[src/shared/fsf_map.vh]
// Constants for the fail-safe clock start-up and flag block.
// Included by bare name from the design files; definitions only.
`ifndef FSF_MAP_VH
`define FSF_MAP_VH

// ----------------------------------------
// Register addresses (plain port, 4 bits)
// ----------------------------------------
`define FSF_ADDR_FLAGS 4'h0
`define FSF_ADDR_MASK 4'h1
`define FSF_ADDR_CTRL 4'h2
`define FSF_ADDR_STAT 4'h3

// ----------------------------------------
// Flag register bit positions
// ----------------------------------------
`define FSF_BIT_OSC_FAIL 7
`define FSF_BIT_CMP_TWO 6
`define FSF_BIT_CMP_ONE 5
`define FSF_BIT_NVM_DONE 4
`define FSF_BIT_BUS_COLL 3
`define FSF_BIT_CCP_TWO 0
`define FSF_FLAGS_IMPL 8'hf9
`define FSF_FLAGS_RESET 8'h00

// ----------------------------------------
// Control register fields and reset value
// ----------------------------------------
`define FSF_CTRL_MON_EN 0
`define FSF_CTRL_SCS_LO 1
`define FSF_CTRL_SCS_HI 2
`define FSF_CTRL_RESET 8'h00

// ----------------------------------------
// Status register fields
// ----------------------------------------
`define FSF_STAT_OST_DONE 0
`define FSF_STAT_MON_ACT 1
`define FSF_STAT_ON_INT 2
`define FSF_STAT_FAILED 3

// ----------------------------------------
// Timing
// ----------------------------------------
`define FSF_SAMPLE_DIV 64
`define FSF_OST_CYCLES 1024
`endif

[src/verilog/fsf_ost.v]
// Oscillator start-up timer: counts external clock falling edges.
// Assumes the edge strobe is already synchronised to sys_clk_in.
`timescale 1ns/1ps
`include "fsf_map.vh"

module fsf_ost #(
   parameter CYCLES = `FSF_OST_CYCLES
) (
   input wire sys_clk_in, // System clock
   input wire rst_n_in, // Async reset, active low
   input wire ce_in, // Clock enable
   input wire restart_in, // Restart pulse
   input wire bypass_in, // Skip timer (EC or RC mode)
   input wire edge_in, // External clock falling-edge strobe
   output reg done_out // Timer expired
);

   reg [15:0] cnt_q; // Edges seen since restart

   // ----------------------------------------
   // Edge counter
   // ----------------------------------------
   // Counting oscillator edges, not sys clocks, proves the crystal runs
   always @(posedge sys_clk_in or negedge rst_n_in) begin
      if (!rst_n_in) begin
         cnt_q <= 16'h0000;
         done_out <= 1'b0;
      end else if (ce_in) begin
         if (restart_in) begin
            cnt_q <= 16'h0000;
            done_out <= bypass_in;
         end else if (bypass_in) begin
            done_out <= 1'b1;
         end else if (!done_out && edge_in) begin
            if (cnt_q == CYCLES[15:0] - 16'h0001) begin
               done_out <= 1'b1;
            end
            cnt_q <= cnt_q + 16'h0001;
         end
      end
   end
endmodule

[src/verilog/fsf_top.v]
// Fail-safe clock monitor start-up gating plus the second peripheral
// interrupt flag register, reached over a plain register port.
// Assumes ext_clk_in and the lf oscillator are asynchronous pins and
// that the other flag sources are one-cycle pulses on sys_clk_in.
`timescale 1ns/1ps
`include "fsf_map.vh"

module fsf_top #(
   parameter OST_CYCLES = `FSF_OST_CYCLES,
   parameter SAMPLE_DIV = `FSF_SAMPLE_DIV
) (
   input wire sys_clk_in, // System clock, 10 MHz
   input wire rst_n_in, // Async reset, active low
   input wire ce_in, // Clock enable, freezes state when low
   input wire [3:0] addr_in, // Register address
   input wire [7:0] wdata_in, // Write data
   input wire wr_in, // Write strobe
   input wire rd_in, // Read strobe
   output reg [7:0] rdata_out, // Read data, cycle after read
   output reg irq_out, // Level interrupt
   input wire ext_clk_in, // External oscillator pin
   input wire lf_osc_in, // Low-frequency internal oscillator
   input wire [1:0] osc_mode_in, // 0 crystal,1 EC,2 RC,3 reserved
   input wire wake_in, // Wake from sleep pulse
   input wire sleep_in, // Sleep executed pulse
   input wire cmp_two_in, // Comparator two event
   input wire cmp_one_in, // Comparator one event
   input wire nvm_done_in, // Nvm write done event
   input wire bus_coll_in, // Serial bus collision event
   input wire ccp_two_in, // Capture/compare two event
   output reg use_internal_out, // System clock from internal source
   output reg fail_out // Fail-safe condition active
);

   // ----------------------------------------
   // Declarations
   // ----------------------------------------
   // Last divider count of a sample half-cycle; a bare part-select of 64 would be zero
   localparam integer HALF_LAST_I = SAMPLE_DIV / 2 - 1;
   localparam [5:0] HALF_LAST = HALF_LAST_I[5:0];
   reg [1:0] ext_sync_q; // External clock synchroniser
   reg [1:0] lf_sync_q; // Lf oscillator synchroniser
   reg ext_prev_q; // Previous synced external level
   reg lf_prev_q; // Previous synced lf level
   reg [5:0] div_q; // Lf divider for sample clock
   reg sample_q; // Sample clock level
   reg latch_q; // Fail detector latch
   reg [7:0] flags_q; // peripheral_irq_flags_two
   reg [7:0] mask_q; // Interrupt mask
   reg [7:0] ctrl_q; // Monitor enable and clock select
   reg failed_q; // Fail-safe condition
   reg restart_q; // Start-up timer restart pulse
   reg [7:0] flags_d; // Next flag value
   wire ext_fall; // Falling edge of external clock
   wire lf_rise; // Rising edge of lf oscillator
   wire bypass; // Mode without start-up timer
   wire ost_done; // Start-up timer expired
   wire mon_active; // Monitor is watching
   wire sample_rise; // Sample clock rising edge
   wire sample_fall; // Sample clock falling edge
   wire [7:0] events; // Hardware set terms
   wire [7:0] status; // Status register view
   wire scs_wr; // Write that changes the clock select

   // ----------------------------------------
   // Pin synchronisers
   // ----------------------------------------
   // Edge detect reads only the second stage, never the first
   always @(posedge sys_clk_in or negedge rst_n_in) begin
      if (!rst_n_in) begin
         ext_sync_q <= 2'b00;
         lf_sync_q <= 2'b00;
         ext_prev_q <= 1'b0;
         lf_prev_q <= 1'b0;
      end else if (ce_in) begin
         ext_sync_q <= {ext_sync_q[0], ext_clk_in};
         lf_sync_q <= {lf_sync_q[0], lf_osc_in};
         ext_prev_q <= ext_sync_q[1];
         lf_prev_q <= lf_sync_q[1];
      end
   end

   assign ext_fall = ext_prev_q & ~ext_sync_q[1];
   assign lf_rise = ~lf_prev_q & lf_sync_q[1];

   // ----------------------------------------
   // Sample clock: lf oscillator divided by 64
   // ----------------------------------------
   // Toggle every half of the division, so a full period is 64 lf clocks
   always @(posedge sys_clk_in or negedge rst_n_in) begin
      if (!rst_n_in) begin
         div_q <= 6'h00;
         sample_q <= 1'b0;
      end else if (ce_in && lf_rise) begin
         if (div_q == HALF_LAST) begin
            div_q <= 6'h00;
            sample_q <= ~sample_q;
         end else begin
            div_q <= div_q + 6'h01;
         end
      end
   end

   assign sample_rise = ce_in & lf_rise & ~sample_q &
      (div_q == HALF_LAST);
   assign sample_fall = ce_in & lf_rise & sample_q &
      (div_q == HALF_LAST);

   // ----------------------------------------
   // Start-up timer
   // ----------------------------------------
   assign bypass = (osc_mode_in == 2'b01) | (osc_mode_in == 2'b10);

   fsf_ost #(
      .CYCLES(OST_CYCLES)
   ) u_ost (
      .sys_clk_in(sys_clk_in),
      .rst_n_in(rst_n_in),
      .ce_in(ce_in),
      .restart_in(restart_q),
      .bypass_in(bypass),
      .edge_in(ext_fall),
      .done_out(ost_done)
   );

   assign mon_active = ctrl_q[`FSF_CTRL_MON_EN] & ost_done & ~restart_q;
   assign scs_wr = wr_in && addr_in == `FSF_ADDR_CTRL &&
      wdata_in[`FSF_CTRL_SCS_HI:`FSF_CTRL_SCS_LO] !=
      ctrl_q[`FSF_CTRL_SCS_HI:`FSF_CTRL_SCS_LO];

   // ----------------------------------------
   // Restart pulse: wake, sleep or select change
   // ----------------------------------------
   // Comes up high out of reset so the timer runs after every reset
   always @(posedge sys_clk_in or negedge rst_n_in) begin
      if (!rst_n_in) begin
         restart_q <= 1'b1;
      end else if (ce_in) begin
         restart_q <= wake_in | sleep_in | scs_wr;
      end
   end

   // ----------------------------------------
   // Fail detector latch and fail-safe condition
   // ----------------------------------------
   // Latch set by external falling edge, cleared by sample rising edge;
   // a high sample half-cycle ending at the sample falling edge with the latch still clear is a failure
   always @(posedge sys_clk_in or negedge rst_n_in) begin
      if (!rst_n_in) begin
         latch_q <= 1'b0;
         failed_q <= 1'b0;
      end else if (ce_in) begin
         if (ext_fall) begin
            latch_q <= 1'b1;
         end else if (sample_rise) begin
            latch_q <= 1'b0;
         end
         if (restart_q) begin
            failed_q <= 1'b0;
            latch_q <= 1'b1;
         end else if (mon_active && sample_fall && !latch_q && !ext_fall) begin
            failed_q <= 1'b1;
         end
      end
   end

   // ----------------------------------------
   // Clock source outputs
   // ----------------------------------------
   // Internal clock runs code while timer counts when monitor enabled
   always @(posedge sys_clk_in or negedge rst_n_in) begin
      if (!rst_n_in) begin
         use_internal_out <= 1'b1;
         fail_out <= 1'b0;
      end else if (ce_in) begin
         use_internal_out <= failed_q | (ctrl_q[`FSF_CTRL_MON_EN] & ~ost_done);
         fail_out <= failed_q;
      end
   end

   // ----------------------------------------
   // Flag register
   // ----------------------------------------
   assign events = {failed_q & mon_active, cmp_two_in, cmp_one_in, nvm_done_in,
      bus_coll_in, 2'b00, ccp_two_in};

   // Hardware set beats software write and read-clear in the same cycle
   always @* begin
      flags_d = flags_q;
      if (wr_in && addr_in == `FSF_ADDR_FLAGS) begin
         flags_d = wdata_in;
      end else if (rd_in && addr_in == `FSF_ADDR_STAT) begin
         flags_d = 8'h00;
      end
      flags_d = (flags_d | events) & `FSF_FLAGS_IMPL;
   end

   // ----------------------------------------
   // Registers
   // ----------------------------------------
   always @(posedge sys_clk_in or negedge rst_n_in) begin
      if (!rst_n_in) begin
         flags_q <= `FSF_FLAGS_RESET;
         mask_q <= 8'h00;
         ctrl_q <= `FSF_CTRL_RESET;
      end else if (ce_in) begin
         flags_q <= flags_d;
         if (wr_in && addr_in == `FSF_ADDR_MASK) begin
            mask_q <= wdata_in & `FSF_FLAGS_IMPL;
         end
         if (wr_in && addr_in == `FSF_ADDR_CTRL) begin
            ctrl_q <= wdata_in & 8'h07;
         end
      end
   end

   assign status = {4'h0, failed_q, use_internal_out, mon_active, ost_done};

   // ----------------------------------------
   // Read port and interrupt
   // ----------------------------------------
   // Status read (address 3) also clears the flags, but does not return them:
   // the read returns the status view, not the flag value seen before the clear
   always @(posedge sys_clk_in or negedge rst_n_in) begin
      if (!rst_n_in) begin
         rdata_out <= 8'h00;
         irq_out <= 1'b0;
      end else if (ce_in) begin
         if (rd_in) begin
            case (addr_in)
               `FSF_ADDR_FLAGS: rdata_out <= flags_q;
               `FSF_ADDR_MASK: rdata_out <= mask_q;
               `FSF_ADDR_CTRL: rdata_out <= ctrl_q;
               `FSF_ADDR_STAT: rdata_out <= status;
               default: rdata_out <= 8'h00;
            endcase
         end else begin
            rdata_out <= 8'h00;
         end
         irq_out <= |(flags_d & mask_q);
      end
   end
endmodule
[config.mk]
export PLATFORM = sky130hd
export DESIGN_NAME = fsf_top
export DESIGN_NICKNAME = d
export VERILOG_FILES = /design/src/verilog/fsf_ost.v /design/src/verilog/fsf_top.v
export VERILOG_INCLUDE_DIRS = /design/src /design/src/shared
export SDC_FILE = /design/constraint.sdc
export NUM_CORES = 1
export LEC_CHECK = 0
export ABC_AREA = 1
export CAP_MARGIN = 20
export CORE_UTILIZATION = 68
export DETAILED_ROUTE_END_ITERATION = 8
export DONT_BUFFER_PORTS = 1
export MAX_ROUTING_LAYER = met4
export PLACE_DENSITY_LB_ADDON = 0.15
export SLEW_MARGIN = 20
export SYNTH_ARGS = -nofsm -noshare
export SYNTH_HDL_FRONTEND = slang
export SYNTH_HIERARCHICAL = 1
export SYNTH_SLANG_ARGS = --single-unit
export TNS_END_PERCENT = 50
[constraint.sdc]
create_clock -name sys_clk_in -period 4.2 [get_ports sys_clk_in]
set_clock_uncertainty 0.1 [all_clocks]
set_input_delay 0.84 -clock sys_clk_in [delete_from_list [all_inputs] [get_ports sys_clk_in]]
set_output_delay 0.84 -clock sys_clk_in [all_outputs]
set_load 0.005 [all_outputs]
==> run metrics <==
cts hold-fix bufs=0; CTS sink count=59; Syn. warnings=6; Die ar.=4880 um^2; RSZ-0062 raised after global routing=false; Pwr Total=~0.0014 W; Synth Flop Type=dfrtp_1; Req. time, crit path=4.37 ns; Slowest-stage cell, CP=dfstp_2; final instance area=3350 um^2; CTS tree=done; NumNets Final=437; Async SR Flop Fraction=1.00; setup TNS=0 ns; Die Y=roughly 70 um; Rows=24; Die Width=69.8 um; post-route minimum period=1.91 ns; worst-path fanout max=18; Peak supply drop=276 uV; clk root buf=clkbuf_8; Initial Utilization=0.714; Tcrit/Tclk final=0.455; 1st-pass router iterations=4; worst skew pair latency=0.34 ns; vias per cell=5.60; Mapped Cells=404; CTS buffer count=9; IO Count=39; CORE AREA=4380 um^2; layout cells sized above 1=0.0898; synthesized area=roughly 3100 um^2; Yosys reg bits=59; DR iter-0 viols=162; HP Class=primary input to asynchronous set/reset pin; crit-path max cell delay=0.61 ns; CP most frequent cell=nand2_1; outcome=completed; CTS-repair resized insts=0; Clock Tree Buf Depth=2; max_cap viols=0; Leak=1.70 nW; Post-Route WL=6630 um; syn_area_per_cell=7.75 um^2; number of diodes=0; r2r startpoint=restart_q; Final Hold Viols=0; most frequent cells in the layout=nand2_1 (112), dfrtp_1 (57), inv_1 (50); Seq/Total Area, Yosys=0.473; Distinct cells, synth=37; WP data arrival=around 2.1 ns; reg2reg setup slack=2.29 ns; Worst-Margin Slew=0.516 ns; number of flops mapped to enable cells by yosys=0; Congestion Overflow GR=0; setup bufs post-CTS=0; Setup crit start kind=register; Final setup viols=0; R2R Path End=u_ost/cnt_q[11]; HPWL Detailed=4670 um; RD Place Congestion=0.884; htree depth=3; largest net degree at the start of global routing=60; gr usage total=0.310; WP buf/inv=0; post-synthesis net count=434; placed inst area=approximately 3100 um^2; Fillers=317; Post-DRT Antenna Nets=0; commonest non-fill, non-tap cell in the layout=nand2_1; CP delay by family, top=simple AND/OR/NAND/NOR gates; routed vias=about 2,600; critical path class=register to register; cell breakdown of the critical path=nand2_1 > nand2_2 > nand3b_1 > nand2_1 > nand2_1 > nor2_1; average wire per standard cell=roughly 14 um; Slew HR=0.654; P&R area growth vs syn=7.16%; Port-buffer cells=0; first-pass GRT wire length=11,200 um; pwr/cell area=417 nW/um^2; Final Max Slew Viols=0; residual DRC count=0; Reg2Reg Depth=6; vias in the first global route=roughly 2,500; Reg clk slew, reported paths=around 0.07 ns; initial antenna violation count=0; Critical Path End Type=register; Crit path depth=6; Max Fclk=around 0.52 GHz
sequential cells by signal, summed over array words and instances (netlist names):
name,flops
ctrl_q,3
div_q,6
ext_prev_q,1
ext_sync_q,2
fail_out,1
failed_q,1
flags_q,6
irq_out,1
latch_q,1
lf_prev_q,1
lf_sync_q,2
mask_q,6
rdata_out,8
restart_q,1
sample_q,1
u_ost/cnt_q,16
u_ost/done_out,1
use_internal_out,1
routing by layer:
| layer | part of all wire | up-vias | GRT usage | wire length (um) |
|---|---|---|---|---|
| li1 | - | 1308 | - | - |
| met1 | 0.45 | 1176 | 0.380 | 2970 |
| met2 | 0.46 | 96 | 0.472 | 3040 |
| met3 | 0.074 | 19 | 0.118 | 489 |
| met4 | 0.019 | 0 | 0.107 | 128 |
| met5 | 0 | - | - | 0 |
worst max-delay path by stage:
stage / start / endpoint / slack (ns)
after floorplan: ce_in / div_q[5] / 2.36
after global placement: addr_in[3] / mask_q[4] / 2.13
after detailed placement: addr_in[3] / irq_out / 2.11
after CTS: use_internal_out / use_internal_out / 2.33
after global routing: restart_q / u_ost/cnt_q[15] / 2.17
final: restart_q / u_ost/cnt_q[11] / 2.29
per-stage QoR:
| step | util | hold WS (ns) | cells | setup WS, ns |
|---|---|---|---|---|
| final | 0.765 | 0.0808 | 464 | 2.29 |
| after global placement | 0.715 | 0.354 | 448 | 2.13 |
| after global routing | 0.765 | 0.0594 | 464 | 2.17 |
| after floorplan | - | 0.342 | 404 | 2.36 |
| after detailed placement | 0.715 | 0.359 | 448 | 2.11 |
| after CTS | 0.765 | 0.0764 | 464 | 2.33 |
logic make-up after synthesis:
logic type,share of synthesized area
multiplexers,0.00720
AND/OR/NAND/NOR,0.309
flip-flops,0.473
AO/OA/AOI/OAI,0.105
XOR/XNOR,0.0168
buffers and inverters,0.0816
adder cells (fa/ha/maj),0.00800
worst reg2reg max path: cells and delay by family, from the launching register on:
kind / cells / cell delay (ns)
AND/OR/NAND/NOR: 6 / 1.15
flip-flops: 1 / 0.61
where the power goes:
part           leakage [nW]  internal [W]  switching [W]  total [W]
registers             0.754      0.000631      0.0000515   0.000683
logic                 0.836     0.0000552      0.0000868   0.000142
clock network         0.111      0.000351       0.000225   0.000575
area by class of cell:
| cell class | count | area (um^2) | area share |
|---|---|---|---|
| Clock inverter | 4 | 73.8 | 0.0220 |
| Tap cell | 52 | 65.1 | 0.0194 |
| Inverter | 52 | 195 | 0.0582 |
| Multi-Input combinational cell | 285 | 1400 | 0.416 |
| Sequential cell | 59 | 1480 | 0.441 |
| Clock buffer | 12 | 145 | 0.0433 |
cell usage after synthesis, drive strengths merged (2+ instances only):
cell type | instances | share of area
nand2 | 116 | 0.14
dfrtp | 57 | 0.46
nor2 | 54 | 0.076
inv | 51 | 0.061
nand3 | 33 | 0.058
o21ai | 32 | 0.051
a21oi | 14 | 0.022
nand4 | 6 | 0.012
nor3 | 6 | 0.017
a22o | 5 | 0.014
xor2 | 5 | 0.014
buf | 4 | 0.011
clkbuf | 4 | 0.0080
a21o | 2 | 0.0052
dfstp | 2 | 0.017
ha | 2 | 0.0080
mux2 | 2 | 0.0072
Note: power is estimated with default switching activity, not from simulation.
